### src/shared/bia_params.svh
// Offsets, field widths, reset values and timing counts of the brake and alarm block.
`ifndef BIA_PARAMS_SVH
`define BIA_PARAMS_SVH

// --------------------------------------------------------------------------
// Register offsets (byte addresses)
// --------------------------------------------------------------------------
`define BIA_CTRL_OFS 8'h00
`define BIA_STOP_DELAY_OFS 8'h04
`define BIA_SPEED_LEVEL_OFS 8'h08
`define BIA_WAIT_TIME_OFS 8'h0C
`define BIA_MAX_SPEED_OFS 8'h10
`define BIA_STATUS_OFS 8'h14

// --------------------------------------------------------------------------
// Field widths and reset values
// --------------------------------------------------------------------------
`define BIA_DELAY_W 6
`define BIA_SPEED_W 14
`define BIA_WAIT_W 7
`define BIA_CTRL_RST 6'h00
`define BIA_STOP_DELAY_RST 6'h00
`define BIA_STOP_DELAY_MAX 6'h32
`define BIA_SPEED_LEVEL_RST 14'h0064
`define BIA_MAX_SPEED_RST 14'h0BB8
`define BIA_WAIT_TIME_RST 7'h32
`define BIA_WAIT_TIME_MIN 7'h0A
`define BIA_WAIT_TIME_MAX 7'h64

// --------------------------------------------------------------------------
// Timing
// --------------------------------------------------------------------------
`define BIA_TICK_PERIOD_MS 10
`define BIA_CLK_PERIOD_NS 5
`define BIA_TICK_CYCLES ((`BIA_TICK_PERIOD_MS * 1000000) / `BIA_CLK_PERIOD_NS)

`endif

### src/shared/bia_pkg.sv
// Types shared by the brake and alarm block.
package bia_pkg;

  typedef enum logic [1:0] {
    BIA_OFF = 2'b00,
    BIA_ON = 2'b01,
    BIA_STOPDLY = 2'b11,
    BIA_MOVE = 2'b10
  } bia_state_type;

  typedef struct packed {
    logic [1:0] aux1_sel;
    logic [1:0] aux0_sel;
    logic [1:0] brake_sel;
  } bia_ctrl_type;

  typedef struct packed {
    logic active;
    logic encoder;
    logic [2:0] code;
  } bia_fault_type;

endpackage : bia_pkg

### src/logic/bia_tick.sv
// Restartable 10 ms timebase for the brake delay counters.
module bia_tick
  import bia_pkg::*;
#(
  parameter int TICK_CYCLES = 2000000
) (
  input wire logic clk_i,
  input wire logic rst_i,
  input wire logic clr_i,
  output logic tick_o
);

  logic [31:0] cnt_q;
  logic [31:0] cnt_d;
  logic wrap;

  assign wrap = (cnt_q == 32'(TICK_CYCLES - 1));
  assign cnt_d = (clr_i || wrap) ? 32'h0000_0000 : cnt_q + 32'h0000_0001;

  always_ff @(posedge clk_i) begin
    if (rst_i) begin
      cnt_q <= 32'h0000_0000;
      tick_o <= 1'b0;
    end else begin
      cnt_q <= cnt_d;
      tick_o <= wrap && !clr_i;
    end
  end

endmodule : bia_tick

### src/logic/bia_brake_alarm.sv
// Holding-brake interlock, fault flag and fault code logic with a Wishbone register slave.
//
// Added by the designer: the address map and register access over Wishbone.
`include "bia_params.svh"

module bia_brake_alarm
  import bia_pkg::*;
#(
  parameter int TICK_CYCLES = `BIA_TICK_CYCLES
) (
  input wire logic clk_i,
  input wire logic rst_i,
  input wire logic wb_cyc_i,
  input wire logic wb_stb_i,
  input wire logic wb_we_i,
  input wire logic [7:0] wb_adr_i,
  input wire logic [3:0] wb_sel_i,
  input wire logic [31:0] wb_dat_i,
  output logic [31:0] wb_dat_o,
  output logic wb_ack_o,
  input wire logic drive_enable_n_i,
  input wire logic [13:0] motor_speed_i,
  input wire logic alarm_event_i,
  input wire logic [2:0] alarm_code_i,
  input wire logic alarm_encoder_i,
  input wire logic fault_clear_in_i,
  input wire logic [1:0] aux_func_i,
  output logic motor_drive_o,
  output logic brake_release_out_n_o,
  output logic [2:0] out_circuit_n_o,
  output logic fault_flag_out_o,
  output logic fault_code_bit0_o,
  output logic fault_code_bit1_o,
  output logic fault_code_bit2_o
);

  // --------------------------------------------------------------------------
  // Register slave
  // --------------------------------------------------------------------------
  bia_ctrl_type ctrl_q;
  logic [5:0] stop_delay_q;
  logic [13:0] speed_level_q;
  logic [13:0] max_speed_q;
  logic [6:0] wait_time_q;
  bia_state_type state_q;
  bia_state_type state_d;
  bia_fault_type fault_q;
  bia_fault_type fault_d;
  logic [6:0] cnt_q;
  logic [6:0] cnt_d;
  logic tick;
  logic brake_rel_q;

  wire wb_req = wb_cyc_i && wb_stb_i && !wb_ack_o;
  wire wb_done = wb_cyc_i && wb_stb_i && wb_ack_o;
  wire wb_wr = wb_done && wb_we_i && wb_sel_i[0];
  wire wb_wr_hi = wb_done && wb_we_i && wb_sel_i[1];
  wire hit_ctrl = (wb_adr_i == `BIA_CTRL_OFS);
  wire hit_stop = (wb_adr_i == `BIA_STOP_DELAY_OFS);
  wire hit_level = (wb_adr_i == `BIA_SPEED_LEVEL_OFS);
  wire hit_wait = (wb_adr_i == `BIA_WAIT_TIME_OFS);
  wire hit_max = (wb_adr_i == `BIA_MAX_SPEED_OFS);
  wire hit_stat = (wb_adr_i == `BIA_STATUS_OFS);

  wire [31:0] status_word = {22'h00_0000, state_q, fault_q, motor_drive_o, brake_rel_q, !drive_enable_n_i};
  wire [31:0] rd_word =
    hit_ctrl ? {26'h000_0000, ctrl_q} :
    hit_stop ? {26'h000_0000, stop_delay_q} :
    hit_level ? {18'h0_0000, speed_level_q} :
    hit_wait ? {25'h000_0000, wait_time_q} :
    hit_max ? {18'h0_0000, max_speed_q} :
    hit_stat ? status_word : 32'h0000_0000;

  always_ff @(posedge clk_i) begin
    if (rst_i) begin
      wb_ack_o <= 1'b0;
      wb_dat_o <= 32'h0000_0000;
    end else begin
      wb_ack_o <= wb_req;
      wb_dat_o <= wb_req ? rd_word : 32'h0000_0000;
    end
  end

  always_ff @(posedge clk_i) begin
    if (rst_i) begin
      ctrl_q <= `BIA_CTRL_RST;
      stop_delay_q <= `BIA_STOP_DELAY_RST;
      speed_level_q <= `BIA_SPEED_LEVEL_RST;
      wait_time_q <= `BIA_WAIT_TIME_RST;
      max_speed_q <= `BIA_MAX_SPEED_RST;
    end else begin
      if (wb_wr && hit_ctrl) ctrl_q <= wb_dat_i[5:0];
      if (wb_wr && hit_stop) stop_delay_q <= wb_dat_i[5:0];
      if (wb_wr && hit_wait) wait_time_q <= wb_dat_i[6:0];
      if (wb_wr && hit_level) speed_level_q[7:0] <= wb_dat_i[7:0];
      if (wb_wr_hi && hit_level) speed_level_q[13:8] <= wb_dat_i[13:8];
      if (wb_wr && hit_max) max_speed_q[7:0] <= wb_dat_i[7:0];
      if (wb_wr_hi && hit_max) max_speed_q[13:8] <= wb_dat_i[13:8];
    end
  end

  // --------------------------------------------------------------------------
  // Effective settings
  // --------------------------------------------------------------------------
  wire [5:0] stop_delay_eff = (stop_delay_q > `BIA_STOP_DELAY_MAX) ? `BIA_STOP_DELAY_MAX : stop_delay_q;
  wire [13:0] level_eff = (speed_level_q > max_speed_q) ? max_speed_q : speed_level_q;
  wire [6:0] wait_eff =
    (wait_time_q < `BIA_WAIT_TIME_MIN) ? `BIA_WAIT_TIME_MIN :
    (wait_time_q > `BIA_WAIT_TIME_MAX) ? `BIA_WAIT_TIME_MAX : wait_time_q;

  // --------------------------------------------------------------------------
  // Fault latch
  // --------------------------------------------------------------------------
  wire clear_ok = fault_clear_in_i && !fault_q.encoder;

  always_comb begin
    fault_d = fault_q;
    if (clear_ok) begin
      fault_d = '0;
    end
    if (alarm_event_i) begin
      fault_d.active = 1'b1;
      fault_d.encoder = fault_q.encoder || alarm_encoder_i;
      fault_d.code = alarm_code_i;
    end
  end

  always_ff @(posedge clk_i) begin
    if (rst_i) begin
      fault_q <= '0;
      fault_flag_out_o <= 1'b0;
      fault_code_bit0_o <= 1'b0;
      fault_code_bit1_o <= 1'b0;
      fault_code_bit2_o <= 1'b0;
    end else begin
      fault_q <= fault_d;
      fault_flag_out_o <= fault_d.active;
      fault_code_bit0_o <= fault_d.code[0];
      fault_code_bit1_o <= fault_d.code[1];
      fault_code_bit2_o <= fault_d.code[2];
    end
  end

  // --------------------------------------------------------------------------
  // Brake sequencer
  // --------------------------------------------------------------------------
  wire alarm_hit = alarm_event_i || fault_q.active;
  wire stopped = (motor_speed_i == 14'h0000);
  wire below_level = (motor_speed_i < level_eff);

  bia_tick #(
    .TICK_CYCLES(TICK_CYCLES)
  ) u_tick (
    .clk_i(clk_i),
    .rst_i(rst_i),
    .clr_i(state_d != state_q),
    .tick_o(tick)
  );

  always_comb begin
    state_d = state_q;
    unique case (state_q)
      BIA_OFF: begin
        if (!drive_enable_n_i && !alarm_hit) state_d = BIA_ON;
      end
      BIA_ON: begin
        if (alarm_hit || drive_enable_n_i) begin
          if (!stopped) state_d = BIA_MOVE;
          else if (alarm_hit || stop_delay_eff == 6'h00) state_d = BIA_OFF;
          else state_d = BIA_STOPDLY;
        end
      end
      BIA_STOPDLY: begin
        if (alarm_hit || cnt_q >= {1'b0, stop_delay_eff}) state_d = BIA_OFF;
      end
      BIA_MOVE: begin
        if (below_level || cnt_q >= wait_eff) state_d = BIA_OFF;
      end
    endcase
  end

  assign cnt_d = (state_d != state_q) ? 7'h00 : (tick ? cnt_q + 7'h01 : cnt_q);

  wire brake_rel_d = (state_d == BIA_ON) || (state_d == BIA_MOVE);
  wire drive_d = (state_d == BIA_ON) || (state_d == BIA_STOPDLY);
  wire [2:0] func_sel [3];
  wire [2:0] func_on = {aux_func_i, brake_rel_d};
  assign func_sel[0] = {1'b0, ctrl_q.brake_sel};
  assign func_sel[1] = {1'b0, ctrl_q.aux0_sel};
  assign func_sel[2] = {1'b0, ctrl_q.aux1_sel};

  logic [2:0] circuit_on;
  genvar gi;
  generate
    for (gi = 0; gi < 3; gi++) begin : g_circuit
      assign circuit_on[gi] = (func_on[0] && func_sel[0] == 3'(gi + 1)) ||
                              (func_on[1] && func_sel[1] == 3'(gi + 1)) ||
                              (func_on[2] && func_sel[2] == 3'(gi + 1));
    end
  endgenerate

  always_ff @(posedge clk_i) begin
    if (rst_i) begin
      state_q <= BIA_OFF;
      cnt_q <= 7'h00;
      brake_rel_q <= 1'b0;
      motor_drive_o <= 1'b0;
      brake_release_out_n_o <= 1'b1;
      out_circuit_n_o <= 3'h7;
    end else begin
      state_q <= state_d;
      cnt_q <= cnt_d;
      brake_rel_q <= brake_rel_d;
      motor_drive_o <= drive_d;
      brake_release_out_n_o <= !brake_rel_d;
      out_circuit_n_o <= ~circuit_on;
    end
  end
endmodule : bia_brake_alarm

### config.mk
export PLATFORM = sky130hd
export DESIGN_NAME = bia_brake_alarm
export DESIGN_NICKNAME = d
export VERILOG_FILES = /design/src/shared/bia_pkg.sv /design/src/logic/bia_tick.sv /design/src/logic/bia_brake_alarm.sv
export VERILOG_INCLUDE_DIRS = /design/src /design/src/shared
export SDC_FILE = /design/constraint.sdc
export NUM_CORES = 1
export LEC_CHECK = 0
export BUFFER_PORTS_ARGS = -buffer_cell sky130_fd_sc_hd__buf_2
export CAP_MARGIN = 10
export CORE_MARGIN = 10
export CORE_UTILIZATION = 57
export CTS_CLUSTER_SIZE = 12
export DETAILED_ROUTE_END_ITERATION = 8
export GPL_TIMING_DRIVEN = 0
export PLACE_DENSITY = 0.81
export SLEW_MARGIN = 20
export SYNTH_ARGS = -nofsm -noshare
export SYNTH_HDL_FRONTEND = slang
export SYNTH_SLANG_ARGS = --single-unit
### constraint.sdc
create_clock -name clk_i -period 4.1 [get_ports clk_i]
set_input_delay 0.41 -clock clk_i [delete_from_list [all_inputs] [get_ports clk_i]]
set_output_delay 0.41 -clock clk_i [all_outputs]
set_load 0.02 [all_outputs]
Yosys cells after proc, flatten, opt, wreduce, memory -nomap -nowiden --
Cells that the tools add are included. W data, S select, Z words.
Cells by class: $add $sub $neg 2, equality and inequality tests 22, magnitude comparators 7, bitwise gates (word level) 2, reduce and logical (&&, ||, !) cells 56, multiplexer cells 19
Operators with widths (count):
- $mux W14 | 4
- $add A32 B1 Y32 const B | 1
- $eq A32 B21 Y1 const B | 1
- $logic_and A1 B1 Y1 | 25
- $eq A2 B2 Y1 const B | 10
- $mux W6 | 3
- $eq A8 B4 Y1 const B | 2
- $eq A8 B5 Y1 const B | 2
- $logic_or A1 B1 Y1 | 15
- $gt A14 B14 Y1 | 1
- $logic_not A14 Y1 | 1
- $lt A14 B14 Y1 | 1
- $mux W7 | 2
- $mux W2 | 6
- $eq A2 B1 Y1 const B | 5
- $mux W10 | 1
- $mux W5 | 2
- $eq A8 B3 Y1 const B | 1
- $logic_not A8 Y1 | 1
- $pmux W2 S4 | 1
- $add A7 B1 Y7 const B | 1
- $ge A7 B6 Y1 | 1
- $ge A7 B7 Y1 | 1
- $gt A7 B7 Y1 const B | 1
- 12 further kinds | 19
Storage, ports and cells: bits in registers 136, input bits 72, word-level logic and storage cells 135, output and inout port bits 42

Depth between registers and ports, before layout --
Gate-level depths: netlist (run 1).
depth in word-level cells 14, gate-level depth with buffers 21, depth with buffers taken out 19

Hierarchy --
From an unflattened synthesis (run 1), not the netlist that was laid out.
Second synthesis, totals: cell total of the unflattened synthesis 759, area, all modules 6473.7 sq um
By module, submodules not included:
- bia_brake_alarm | times used 1, sequential area each 1621.6 sq um, cells an instance 569, area each 4723.3 sq um
- bia_tick | times used 1, sequential area each 660.6 sq um, cells an instance 190, area each 1750.4 sq um

Worst setup path before layout (run 1) --
No wires, ideal clock.
path type flip-flop to flip-flop, start point register max_speed_q[4], end point register out_circuit_n_o[1], arrival 3.651 ns, period minus slack after synthesis 3.776 ns, slack 0.324 ns, cell stages (with the launch flop) 22, setup time 0.125 ns, path buffers 2, required time 3.975 ns, cells stage by stage dfxtp_1 -> inv_1 -> ha_1 -> nand4_1 -> o21bai_1 -> a311o_1 -> a21oi_1 -> buf_2 -> clkbuf_1 -> nor2_1 -> a21oi_1 -> ha_1 -> a211oi_1 -> o21ai_0 -> a211oi_1 -> a21oi_1 -> o21ai_0 -> nand2_1 -> ha_1 -> nand2_1 -> o22ai_1 -> o21ai_0
On the way: cells in the longest elaborated chain, start to end 12, elaborated cells on any way between the ends 13, classes of those cells 2 x order compare; 2 x eq/ne; 3 x mux; 1 x bitwise; 5 x reduce/logical
Ends and longest elaborated chain:
- start: declaration | line bia_brake_alarm.sv:43 | logic [13:0] max_speed_q;
- start signal: assignment | line bia_brake_alarm.sv:90 | max_speed_q <= `BIA_MAX_SPEED_RST;
- start signal: assignment | line bia_brake_alarm.sv:97 | if (wb_wr && hit_max) max_speed_q[7:0] <= wb_dat_i[7:0];
- $gt A14 B14 Y1 | line bia_brake_alarm.sv:106 | wire [13:0] level_eff = (speed_level_q > max_speed_q) ? max_speed_q : speed_level_q;
- $mux W14 (*) | line bia_brake_alarm.sv:106
- $lt A14 B14 Y1 (*) | line bia_brake_alarm.sv:149 | wire below_level = (motor_speed_i < level_eff);
- $logic_or A1 B1 Y1 (*) | line bia_brake_alarm.sv:177 | if (below_level || cnt_q >= wait_eff) state_d = BIA_OFF;
- $mux W2 (*) | line bia_brake_alarm.sv:177
- $pmux W2 S4 (*) | line bia_brake_alarm.sv:162 | unique case (state_q)
- named net state_d[1] | line bia_brake_alarm.sv:46 | bia_state_type state_d;
- $eq A2 B1 Y1 / $eq A2 B2 Y1 (equally long branches) | line bia_brake_alarm.sv:184 | wire brake_rel_d = (state_d == BIA_ON) || (state_d == BIA_MOVE);
- $logic_or A1 B1 Y1 (*) | line bia_brake_alarm.sv:184
- named net brake_rel_d | line bia_brake_alarm.sv:184
- $logic_and A1 B1 Y1 (*) | line bia_brake_alarm.sv:196 | assign circuit_on[gi] = (func_on[0] && func_sel[0] == 3'(gi + 1)) ||
- $logic_or A1 B1 Y1 (*) | line bia_brake_alarm.sv:196
- $logic_or A1 B1 Y1 (*) | line bia_brake_alarm.sv:197 | (func_on[1] && func_sel[1] == 3'(gi + 1)) ||
- $not A3 Y3 (*) | line bia_brake_alarm.sv:216 | out_circuit_n_o <= ~circuit_on;
- end signal: assignment | line bia_brake_alarm.sv:216
- end: declaration | line bia_brake_alarm.sv:30 | output logic [2:0] out_circuit_n_o,
The timed path passes the listed nets; every way through them passes the cells marked *. A chain may end at the register's enable or synchronous reset.

Final worst setup path (run 1) --
Ends and elaborated chain as after synthesis.

==> results.py, run 1 <==
metrics = {
    "power_and_ir_drop": {
        "cellLeakagePower_nw": 3.28,
        "pwr-share-comb_pct": 6.8,
        "switching_share_pct": 22.9,
        "ir_drop_mv": 0.378,
        "intPower_mw": 2.22,
        "pwr-share-seq_pct": 39.5,
        "clockPowerShare_pct": 53.8,
        "p_per_area_mw_per_mm2": 357,
        "switchingPower_mw": 0.658,
    },
    "placed_design": {
        "hpwl_um": 14200,
        "gp_congestion": 0.968,
        "numPortBuffers": 72,
    },
    "cts": {
        "clk_path_buf_depth": 2,
        "htree_levels": 4,
        "cts_buffers": 17,
        "clkSlewWorstSetupHoldPaths_ns": 0.05,
        "cts_tree": "done",
        "cts-root-buf": "clkbuf_16",
        "cts.sinks": 115,
        "insertion_delay_ns": 0.42,
    },
    "final_layout": {
        "syn2layout_area_growth_pct": 24.8,
        "nFillCells": 813,
        "drive_above_1_share_pct": 22.4,
        "layout_commonest_cell": "dfxtp_1",
        "final_nets": 1004,
        "layout_common_cells": "dfxtp_1, buf_2, nor2_1",
        "antenna_cells": 0,
    },
    "worst_setup_path": {
        "worstPathRequired_ns": 4.39,
        "cp-start-kind": "flop",
        "cp.arrival_ns": 4.47,
        "cp-end-kind": "flop",
        "critPathKind": "flop to flop",
        "reg2reg_depth": 21,
        "critical_path.max_fanout": 7,
    },
    "sta": {
        "setup_ws_ns": -0.0855,
        "fin_crit_sh_pct": 102,
        "fin_skew_ns": 0.00777,
        "drv_slew": 0,
        "setup_viol": 4,
        "worstMarginPinSlew_ns": 1.09,
        "fin_tns_setup_ns": -0.166,
        "slew-limit-headroom_pct": 26.4,
        "fin_crit_ns": 4.19,
        "max_clock_freq_mhz": 239,
        "holdWs_ns": 0.239,
        "rsz0062_at_grt": "yes",
        "final_hold_viol_count": 0,
    },
    "route": {
        "via_count": 6408,
        "drt_pass1_iterations": 5,
        "viasPerCell": 6.16,
        "routed_wl_um": 19800,
        "drt_first_iter_violations": 569,
        "drc": 0,
        "drtAntennaViolNets": 0,
        "wl_per_cell_um": 19.1,
    },
    "global_routing": {
        "grt_pass1_wl_um": 30100,
        "grt_max_degree": 17,
        "antenna_found_initial": 0,
        "grt.total_usage_pct": 23.0,
        "grt_pass1_vias": 6101,
        "overflow": 0,
    },
    "run_status": {
        "violations": "setup timing",
        "status": "complete, but fails checks",
    },
    "job": {
        "cap_violations": 0,
    },
    "logic_synthesis": {
        "synth_cell_type_count": 57,
        "ys_ff_latch": 115,
        "synth_compound_area_share_pct": 11.5,
        "avgSynthCellArea_sq_um": 8.38,
        "synthMuxAreaShare_pct": 6.70,
        "synthSimpleGateAreaFrac_pct": 26.0,
        "netlist_instances": 769,
        "synth-edff-count": 0,
        "synth-xor-area-share_pct": 4.89,
        "synthAdderAreaFrac_pct": 8.35,
        "syn_area_sq_mm": 0.00644,
        "ys.flop_type": "dfxtp_1",
        "synth_top_family_by_area": "simple AND/OR/NAND/NOR gates",
        "synthArstFlopShare_pct": 0,
        "yosysSeqAreaShare_pct": 35.7,
        "yosysWarningCount": 0,
    },
    "floorplanning": {
        "die_area_sq_mm": 0.0160,
        "die_w_um": 126,
        "core-area_sq_mm": 0.0109,
        "fp-row-count": 38,
        "top_level_ports": 114,
        "die_h_um": 126,
        "initial_core_util_pct": 58.9,
    },
    "hold_path": {
        "hold_class": "input pin to flop",
        "whs_path_depth": 3,
    },
}
## metrics by stage
stage          util (%)  worst slack (ns)  std cells  power (mW)  area, sq um
2_1_floorplan         -             0.324        786        1.26         6510
3_3_place_gp       64.4            -0.357        998        1.32         7040
3_5_place_dp       64.4            -0.531        998        1.33         7040
4_1_cts            70.6           0.00208       1032        2.85         7720
5_1_grt            73.5            -0.204       1041        2.94         8040
6_report           73.5           -0.0855       1041        2.87         8040
## final timing paths
kind,endpoint,start,slack [ns]
hold reg to reg,max_speed_q[0]$_SDFFE_PP0P_,max_speed_q[0]$_SDFFE_PP0P_,0.48
setup reg to reg,out_circuit_n_o[1]$_SDFF_PP1_,max_speed_q[4]$_SDFFE_PP1P_,-0.09
setup / recovery,out_circuit_n_o[1]$_SDFF_PP1_,max_speed_q[4]$_SDFFE_PP1P_,-0.09
hold / removal,fault_q[0]$_SDFFE_PP0P_,alarm_code_i[0],0.24
## sequential cells by signal, indices dropped and copies added (netlist names)
signal                 count
u_tick.cnt_q              32
max_speed_q               14
speed_level_q             14
wb_dat_o                  14
cnt_q                      7
wait_time_q                7
ctrl_q                     6
stop_delay_q               6
fault_q                    4
out_circuit_n_o            3
state_q                    2
brake_rel_q                1
brake_release_out_n_o      1
fault_code_bit2_o          1
motor_drive_o              1
u_tick.tick_o              1
wb_ack_o                   1
## cell usage after synthesis (6+ instances only)
library cell | n | share of area, %
inv_1 | 31 | 1.8
nor4_1 | 35 | 3.4
and3_1 | 8 | 0.78
mux2i_1 | 42 | 6.5
nand2_1 | 71 | 4.1
buf_2 | 11 | 0.85
ha_1 | 43 | 8.4
nor2b_1 | 11 | 1.1
nor3_1 | 18 | 1.4
nand4_1 | 18 | 1.7
xnor2_1 | 17 | 2.3
a22oi_1 | 8 | 0.93
a221oi_1 | 7 | 0.95
nand2b_1 | 8 | 0.78
a21oi_1 | 36 | 2.8
o211ai_1 | 6 | 0.70
nand3_1 | 54 | 4.2
nor2_1 | 74 | 4.3
buf_4 | 20 | 2.3
o22ai_1 | 7 | 0.68
dfxtp_1 | 115 | 36
clkbuf_1 | 24 | 1.4
o21ai_0 | 19 | 1.5
xor2_1 | 19 | 2.6
## power groups by stage
stage / logic, mW / registers (mW) / clock network, mW
4_1_cts: 0.175 / 1.13 / 1.55
6_report: 0.195 / 1.13 / 1.54
3_5_place_dp: 0.171 / 1.16 / 0
5_1_grt: 0.208 / 1.13 / 1.60
3_3_place_gp: 0.167 / 1.16 / 0
2_1_floorplan: 0.100 / 1.16 / 0
## area by class of cell
type	instances	area (sq um)	area share, %
plain buffers	57	360	4.48
clock buffers	20	447	5.55
clock inverters	11	160	1.99
inverters	32	120	1.49
multi-input cells	582	4000	49.8
flip-flops and latches	115	2310	28.7
well taps	140	175	2.18
repair buffers	84	472	5.86
## worst max-delay path, cell delays in order (launching register included)
cell and delay (ns):
dfxtp_2 0.36, inv_2 0.06, ha_4 0.26, nand4_1 0.18, o21bai_1 0.21, a311o_1 0.44
a21oi_2 0.20, buf_6 0.15, buf_8 0.12, nor2_4 0.03, a21oi_2 0.14, ha_1 0.28
a211oi_2 0.25, o21ai_2 0.09, a211oi_2 0.24, a21oi_2 0.14, o21ai_2 0.19, nand2_2 0.09
ha_4 0.30, nand2_2 0.06, o22ai_2 0.16, o21ai_1 0.09
## what timing repair did
| item | in CTS | in global routing |
|---|---|---|
| hold buffers | 0 | 0 |
| setup buffers | 3 | 7 |
| endpoints found under the setup margin | 46 | 45 |
| gates cloned | 0 | 2 |
| pin swaps | 0 | 21 |
| resized for setup | 14 | 73 |
## kinds of logic after synthesis
kind of cell,Yosys count
and+or+nand+nor,327
AOI/OAI and AO/OA,115
DFF,115
buffers and inverters,89
adders and majority gates,43
muxes,43
xor gates and xnor gates,36
other,1
## routing by layer
metal | vias up | track usage (%) | part of all wire (%)
li1 | 2973 | - | -
met1 | 3037 | 27.3 | 42
met2 | 332 | 37.0 | 46
met3 | 66 | 7.87 | 8.8
met4 | 0 | 9.98 | 3.5
met5 | - | 0 | 0
No activity file was read; power rests on OpenSTA's default activity.
==> inputs of run 2 (changes only) <==
--- a/config.mk
+++ b/config.mk
@@ -6,14 +6,15 @@
 export SDC_FILE = /design/constraint.sdc
 export NUM_CORES = 1
 export LEC_CHECK = 0
+export ABC_AREA = 1
 export BUFFER_PORTS_ARGS = -buffer_cell sky130_fd_sc_hd__buf_2
 export CAP_MARGIN = 10
 export CORE_MARGIN = 10
-export CORE_UTILIZATION = 57
-export CTS_CLUSTER_SIZE = 12
+export CORE_UTILIZATION = 56
+export CTS_CLUSTER_SIZE = 30
 export DETAILED_ROUTE_END_ITERATION = 8
-export GPL_TIMING_DRIVEN = 0
-export PLACE_DENSITY = 0.81
+export GPL_TIMING_DRIVEN = 1
+export PLACE_DENSITY = 0.8
 export SLEW_MARGIN = 20
 export SYNTH_ARGS = -nofsm -noshare
 export SYNTH_HDL_FRONTEND = slang
==> run 2 against run 1 <==
Compared with the run above:
- the flow now finishes without violations
- clock power shrank 4%
- design area shrank 8.7%
- via count shrank 9.8%
- sequential cell count is the same
- total power fell by 2.3%
- count of clock-buffer cells in the layout shrank 2
- critical endpoint is now out_circuit_n_o[0]$_SDFF_PP1_
- final cell count grew 3.4%
- area after synthesis is 1.5% lower
- clock skew up 0.0033 ns
==> results.py, run 2 <==
metrics = {
    "run_status": {
        "status": "finished clean",
    },
    "sta": {
        "fin_crit_sh_pct": 91.2,
        "slew-limit-headroom_pct": 30.0,
        "max_clock_freq_mhz": 268,
        "worstMarginPinSlew_ns": 1.05,
        "setup_viol": 0,
        "final_hold_viol_count": 0,
        "rsz0062_at_grt": "no",
        "fin_tns_setup_ns": 0,
        "fin_skew_ns": 0.0110,
        "fin_crit_ns": 3.74,
        "drv_slew": 0,
    },
    "placed_design": {
        "numPortBuffers": 75,
        "hpwl_um": 12200,
        "gp_congestion": 0.901,
    },
    "logic_synthesis": {
        "synth-xor-area-share_pct": 4.28,
        "synthArstFlopShare_pct": 0,
        "synthSimpleGateAreaFrac_pct": 24.0,
        "synthTopCellsByArea": "dfxtp_1, ha_1, inv_1, nand2_1, a21oi_1",
        "ys.flop_type": "dfxtp_1",
        "synthAdderAreaFrac_pct": 8.48,
        "synth_top_family_by_area": "simple AND/OR/NAND/NOR gates",
        "synthMuxAreaShare_pct": 0.158,
        "yosysWarningCount": 0,
        "synth_common_cells": "inv_1, nand2_1, dfxtp_1, nor2_1, a21oi_1",
        "synth-edff-count": 0,
        "synth.largest_area_cell": "dfxtp_1",
        "synth_top_area_share_pct": 36.3,
        "netlist_instances": 845,
        "synth_cell_type_count": 47,
        "avgSynthCellArea_sq_um": 7.51,
        "ys_ff_latch": 115,
        "synth_compound_area_share_pct": 15.3,
        "yosysSeqAreaShare_pct": 36.3,
        "syn_area_sq_mm": 0.00634,
    },
    "power_and_ir_drop": {
        "ir_drop_mv": 0.299,
        "p_per_area_mw_per_mm2": 382,
        "cellLeakagePower_nw": 3.26,
    },
    "worst_setup_path": {
        "worstPathCellList": "inv_1 > ha_1 > nand2_1 > nor2_1 > inv_1 > nor2_2 > nand2_1 > nand2_1 > nand2_4 > o21ai_0 > ha_1 > inv_1 > nor3_1 > a211oi_1 > nand2_1 > nand2_1 > nand2_1 > nand2_2 > nand2_1 > ha_1 > nand2_1 > o221ai_1 > nand2_1",
        "crit_path_frequent_cell": "nand2_1",
        "cpPeakStageDelay_ns": 0.36,
        "worstPathRequired_ns": 4.41,
        "cp-start-kind": "flop",
        "cpLargestDelayFamily": "simple AND/OR/NAND/NOR gates",
        "cp.arrival_ns": 4.04,
        "critPathKind": "flop to flop",
        "critical_path.max_fanout": 27,
        "cp-end-kind": "flop",
        "crit_path_top_delay_cell": "o21ai_0",
        "cp.buffers_inverters": 3,
    },
    "final_layout": {
        "largest_reg_flops": 32,
        "final_nets": 1038,
        "layout_common_cells": "inv_1, nand2_1, dfxtp_1",
        "regMostFlops": "u_tick.cnt_q",
        "drive_above_1_share_pct": 17.7,
        "final_core_util_pct": 66.9,
        "antenna_cells": 0,
        "nFillCells": 922,
        "multiInputGateArea_sq_mm": 0.00338,
        "syn2layout_area_growth_pct": 15.8,
        "register_area_sq_mm": 0.00230,
    },
    "route": {
        "drt_pass1_iterations": 5,
        "routed_wl_um": 16300,
        "viasPerCell": 5.37,
        "drt_first_iter_violations": 471,
        "drc": 0,
        "drtAntennaViolNets": 0,
        "wl_per_cell_um": 15.2,
        "via_count": 5783,
    },
    "floorplanning": {
        "die_w_um": 126,
        "top_level_ports": 114,
        "die_area_sq_mm": 0.0160,
        "die_h_um": 126,
        "initial_core_util_pct": 57.8,
        "core-area_sq_mm": 0.0110,
        "fp-row-count": 38,
    },
    "cts": {
        "hold_buffers": 0,
        "cts_buffers": 17,
        "postCtsSetupRepairBufs": 0,
        "cts.sinks": 115,
        "insertion_delay_ns": 0.43,
        "clk_path_buf_depth": 2,
        "htree_levels": 4,
        "cts-root-buf": "clkbuf_16",
        "cts_tree": "done",
        "clkSlewWorstSetupHoldPaths_ns": 0.06,
    },
    "global_routing": {
        "antenna_found_initial": 0,
        "grt_pass1_wl_um": 26800,
        "overflow": 0,
        "grt_pass1_vias": 5509,
        "grt_max_degree": 52,
        "grt.total_usage_pct": 20.3,
    },
    "hold_path": {
        "hold_class": "input pin to flop",
    },
    "job": {
        "cap_violations": 0,
    },
}
==> run 2: cell types whose count changed after synthesis, sizes merged, moves of 14 or more <==
cell,change
o21ai,+35
nand2,+63
a21oi,+27
o221ai,+14
nand3,-35
inv,+101
nor2,+39
nor4,-26
mux2i,-41
==> run 2: timing repair <==
action	in CTS	in global routing
endpoints found under the setup margin	0	1
hold endpoints to repair	0	0
gates resized for setup	0	1
==> run 2: final cells by class <==
| class | instances | share of cell area, % |
|---|---|---|
| inverters | 133 | 6.80 |
| flip-flops and latches | 115 | 31.3 |
| well taps | 140 | 2.38 |
| repair buffers | 78 | 5.42 |
| clock inverters | 14 | 2.11 |
| clock buffers | 18 | 5.98 |
| multi-input cells | 578 | 46.0 |
==> run 2: worst register-to-register path, cell delays in order (launching register included) <==
cell and delay [ns]:
dfxtp_1 0.35, inv_1 0.06, ha_1 0.30, nand2_1 0.08
nor2_1 0.18, inv_1 0.07, nor2_2 0.13, nand2_1 0.06
nand2_1 0.12, nand2_4 0.18, o21ai_0 0.37, ha_1 0.30
inv_1 0.08, nor3_1 0.06, a211oi_1 0.16, nand2_1 0.08
nand2_1 0.07, nand2_1 0.11, nand2_2 0.11, nand2_1 0.07
ha_1 0.36, nand2_1 0.07, o221ai_1 0.17, nand2_1 0.07
==> run 2: final timing paths <==
| kind | start | end | slack, ns | cells past startpoint |
|---|---|---|---|---|
| max | max_speed_q[13]$_SDFFE_PP0P_ | out_circuit_n_o[0]$_SDFF_PP1_ | 0.36 | 23 |
| min | wb_dat_i[3] | max_speed_q[3]$_SDFFE_PP1P_ | 0.22 | 3 |
| max reg2reg | max_speed_q[13]$_SDFFE_PP0P_ | out_circuit_n_o[0]$_SDFF_PP1_ | 0.36 | 23 |
| min reg2reg | u_tick.cnt_q[0]$_SDFF_PP0_ | u_tick.cnt_q[0]$_SDFF_PP0_ | 0.45 | 1 |
==> run 2: per-stage QoR <==
stage	hold slack (ns)	setup WS [ns]	std cells	power (mW)	instance area [sq um]
2_1_floorplan	0.418	0.812	862	1.30	6410
3_3_place_gp	0.432	0.398	1044	1.35	6750
3_5_place_dp	0.438	0.355	1044	1.35	6750
4_1_cts	0.220	0.333	1076	2.82	7350
5_1_grt	0.224	0.0691	1076	2.89	7350
6_report	0.224	0.363	1076	2.81	7350
==> run 2: routing by layer <==
| layer | vias up | wire length [um] | GRT usage (%) | part of all wire (%) |
|---|---|---|---|---|
| met2 | 208 | 7800 | 33.2 | 48 |
| met3 | 36 | 1060 | 5.91 | 6.5 |
| met4 | 0 | 466 | 8.98 | 2.9 |
| li1 | 2918 | - | - | - |
| met5 | - | 0 | 0 | 0 |
| met1 | 2621 | 6990 | 24.1 | 43 |
==> run 2: cells by family (layout without fill, tap and decap cells) <==
| group | Yosys count | after routing |
|---|---|---|
| flops | 115 | 115 |
| other cells | 1 | 18 |
| xor+xnor | 31 | 31 |
| simple gates | 321 | 321 |
| compound gates | 164 | 164 |
| buf+inv | 169 | 243 |
| fa+ha+maj | 43 | 43 |
| mux | 1 | 1 |
==> run 2: power breakdown <==
group	switching (mW)	internal (mW)
logic	0.129	0.0566
clock network	0.563	0.915
registers	0.0105	1.13
total	0.702	2.10
==> inputs of run 3 (changes only) <==
--- a/config.mk
+++ b/config.mk
@@ -10,11 +10,10 @@
 export BUFFER_PORTS_ARGS = -buffer_cell sky130_fd_sc_hd__buf_2
 export CAP_MARGIN = 10
 export CORE_MARGIN = 10
-export CORE_UTILIZATION = 56
+export CORE_UTILIZATION = 40
 export CTS_CLUSTER_SIZE = 30
 export DETAILED_ROUTE_END_ITERATION = 8
 export GPL_TIMING_DRIVEN = 1
-export PLACE_DENSITY = 0.8
 export SLEW_MARGIN = 20
 export SYNTH_ARGS = -nofsm -noshare
 export SYNTH_HDL_FRONTEND = slang
==> run 3 against run 2 <==
Compared with the run above:
- final cell count rose by 6.4%
- maximum frequency rose by 2.0%
- register-to-register slack improved by 0.07 ns
- sequential power barely moved
- routed wire length rose by 2.1%
- worst hold slack barely moved
- first-iteration DRC count fell by 34%
- highest routed layer is now met5
- non-clock buffer count fell by 1
- critical path type unchanged
- combinational power rose by 3%
- global-route usage fell by 4.5 points
- sequential share of layout area fell by 0.36 points
==> results.py, run 3 (same netlist as run 2, synthesis figures left out) <==
metrics = {
    "run_status": {
        "status": "finished clean",
    },
    "sta": {
        "final_hold_viol_count": 0,
        "fin_crit_ns": 3.66,
        "fin_crit_sh_pct": 89.3,
        "max_clock_freq_mhz": 273,
        "drv_slew": 0,
        "setup_ws_ns": 0.437,
        "rsz0062_at_grt": "no",
        "slew-limit-headroom_pct": 34.8,
        "fin_skew_ns": 0.0133,
        "setup_viol": 0,
        "worstMarginPinSlew_ns": 0.974,
        "fin_tns_setup_ns": 0,
    },
    "floorplanning": {
        "core-area_sq_mm": 0.0154,
        "initial_core_util_pct": 41.3,
        "die_h_um": 146,
        "fp-row-count": 45,
        "top_level_ports": 114,
        "die_w_um": 146,
        "die_area_sq_mm": 0.0213,
    },
    "worst_setup_path": {
        "cp-end-kind": "flop",
        "cp-start-kind": "flop",
        "worstPathCellList": "inv_1 > ha_1 > nand2_1 > nor2_1 > inv_1 > nor2_2 > nand2_1 > nand2_1 > nand2_4 > nand2_1 > o21ai_0 > ha_1 > a21oi_1 > nor2_1 > a211oi_1 > o221a_2 > nand2_1 > nand2_2 > nand2_1 > ha_1 > nand2_1 > o221ai_1 > nand2_1",
        "critPathKind": "flop to flop",
        "crit_path_frequent_cell": "nand2_1",
        "cpPeakStageDelay_ns": 0.34,
        "cp.arrival_ns": 3.95,
        "worstPathRequired_ns": 4.39,
        "critical_path.max_fanout": 27,
        "crit_path_top_delay_cell": "dfxtp_1",
    },
    "route": {
        "drc": 0,
        "drt_pass1_iterations": 4,
        "viasPerCell": 4.87,
        "wl_per_cell_um": 14.5,
        "routed_wl_um": 16700,
        "via_count": 5578,
        "drt_first_iter_violations": 309,
        "drtAntennaViolNets": 0,
    },
    "final_layout": {
        "largest_reg_flops": 32,
        "final_nets": 1037,
        "layout_common_cells": "inv_1, nand2_1, dfxtp_1",
        "antenna_cells": 0,
        "syn2layout_area_growth_pct": 17.2,
        "regMostFlops": "u_tick.cnt_q",
        "drive_above_1_share_pct": 17.2,
    },
    "global_routing": {
        "grt_max_degree": 53,
        "grt_pass1_vias": 5275,
        "antenna_found_initial": 1,
        "grt.total_usage_pct": 15.8,
        "overflow": 0,
        "grt_pass1_wl_um": 27300,
    },
    "hold_path": {
        "hold_class": "input pin to flop",
    },
    "cts": {
        "cts.sinks": 115,
        "clk_path_buf_depth": 2,
        "insertion_delay_ns": 0.42,
        "cts_tree": "done",
        "cts-root-buf": "clkbuf_16",
        "clkSlewWorstSetupHoldPaths_ns": 0.05,
        "cts_buffers": 17,
        "ctsResizeCount": 0,
        "hold_buffers": 0,
        "htree_levels": 4,
        "postCtsSetupRepairBufs": 0,
    },
    "power_and_ir_drop": {
        "p_per_area_mw_per_mm2": 375,
        "switching_share_pct": 22.8,
        "clockPowerShare_pct": 52.0,
        "ir_drop_mv": 0.288,
        "pwr-share-comb_pct": 6.8,
        "cellLeakagePower_nw": 3.26,
        "pwr-share-seq_pct": 41.1,
        "switchingPower_mw": 0.634,
        "intPower_mw": 2.15,
    },
    "placed_design": {
        "numPortBuffers": 75,
        "gp_congestion": 0.915,
        "hpwl_um": 13100,
        "dpl_worst_slack_ns": 0.419,
    },
    "job": {
        "cap_violations": 0,
    },
}
-- run 3: cell types whose count changed in the layout (fill, tap and decap cells not counted), sizes merged --
| cell | before | now |
|---|---|---|
| clkbuf | 18 | 28 |
| bufinv | 2 | 1 |
| buf | 78 | 77 |
| clkinv | 8 | 3 |
| inv | 135 | 132 |
| clkinvlp | 2 | 0 |
-- run 3: stage by stage --
step                      hold slack, ns  instance area (sq um)  power, mW  std cells  util [%]
after floorplan                    0.418                   6410       1.30        862         -
after global placement             0.432                   6850       1.36       1114      44.5
after detailed placement           0.440                   6850       1.36       1114      44.5
after CTS                          0.211                   7430       2.81       1145      48.4
after global routing               0.240                   7430       2.89       1145      48.4
final                              0.224                   7430       2.78       1145      48.4
-- run 3: power groups by stage --
stage | clock network, mW | logic [mW] | registers [mW]
finish | 1.45 | 0.190 | 1.15
global route | 1.53 | 0.213 | 1.15
CTS | 1.48 | 0.191 | 1.15
detailed placement | 0 | 0.190 | 1.17
global placement | 0 | 0.190 | 1.17
floorplan | 0 | 0.132 | 1.17
-- run 3: path summary, 6_finish.rpt --
| check | startpoint | endpoint | slack, ns | cells past startpoint |
|---|---|---|---|---|
| setup / recovery | max_speed_q[13]$_SDFFE_PP0P_ | out_circuit_n_o[1]$_SDFF_PP1_ | 0.44 | 23 |
| hold / removal | wb_dat_i[2] | speed_level_q[2]$_SDFFE_PP1P_ | 0.22 | 3 |
| setup reg to reg | max_speed_q[13]$_SDFFE_PP0P_ | out_circuit_n_o[1]$_SDFF_PP1_ | 0.44 | 23 |
| hold reg to reg | u_tick.cnt_q[0]$_SDFF_PP0_ | u_tick.cnt_q[0]$_SDFF_PP0_ | 0.45 | 1 |
-- run 3: critical path, delay by kind of cell (launching register included) --
kind | cells | cell delay (ns)
AOI/OAI and AO/OA | 5 | 0.78
adders and majority gates | 3 | 0.93
buffers and inverters | 2 | 0.16
DFF | 1 | 0.34
and+or+nand+nor | 13 | 1.33
-- run 3: cell type report --
type	instances	area, sq um
Fill cell	1594	7940
Multi-Input combinational cell	578	3380
Sequential cell	115	2300
Clock buffer	28	547
Inverter	133	499
Timing Repair Buffer	77	403
Tap cell	211	264
Clock inverter	3	40.0
-- run 3: routing by layer --
metal	up-vias	global-route usage [%]	part of all wire (%)
li1	2909	-	-
met1	2514	18.6	44
met2	124	25.8	47
met3	29	5.43	5.9
met4	2	6.17	2.4
met5	-	0	0.084
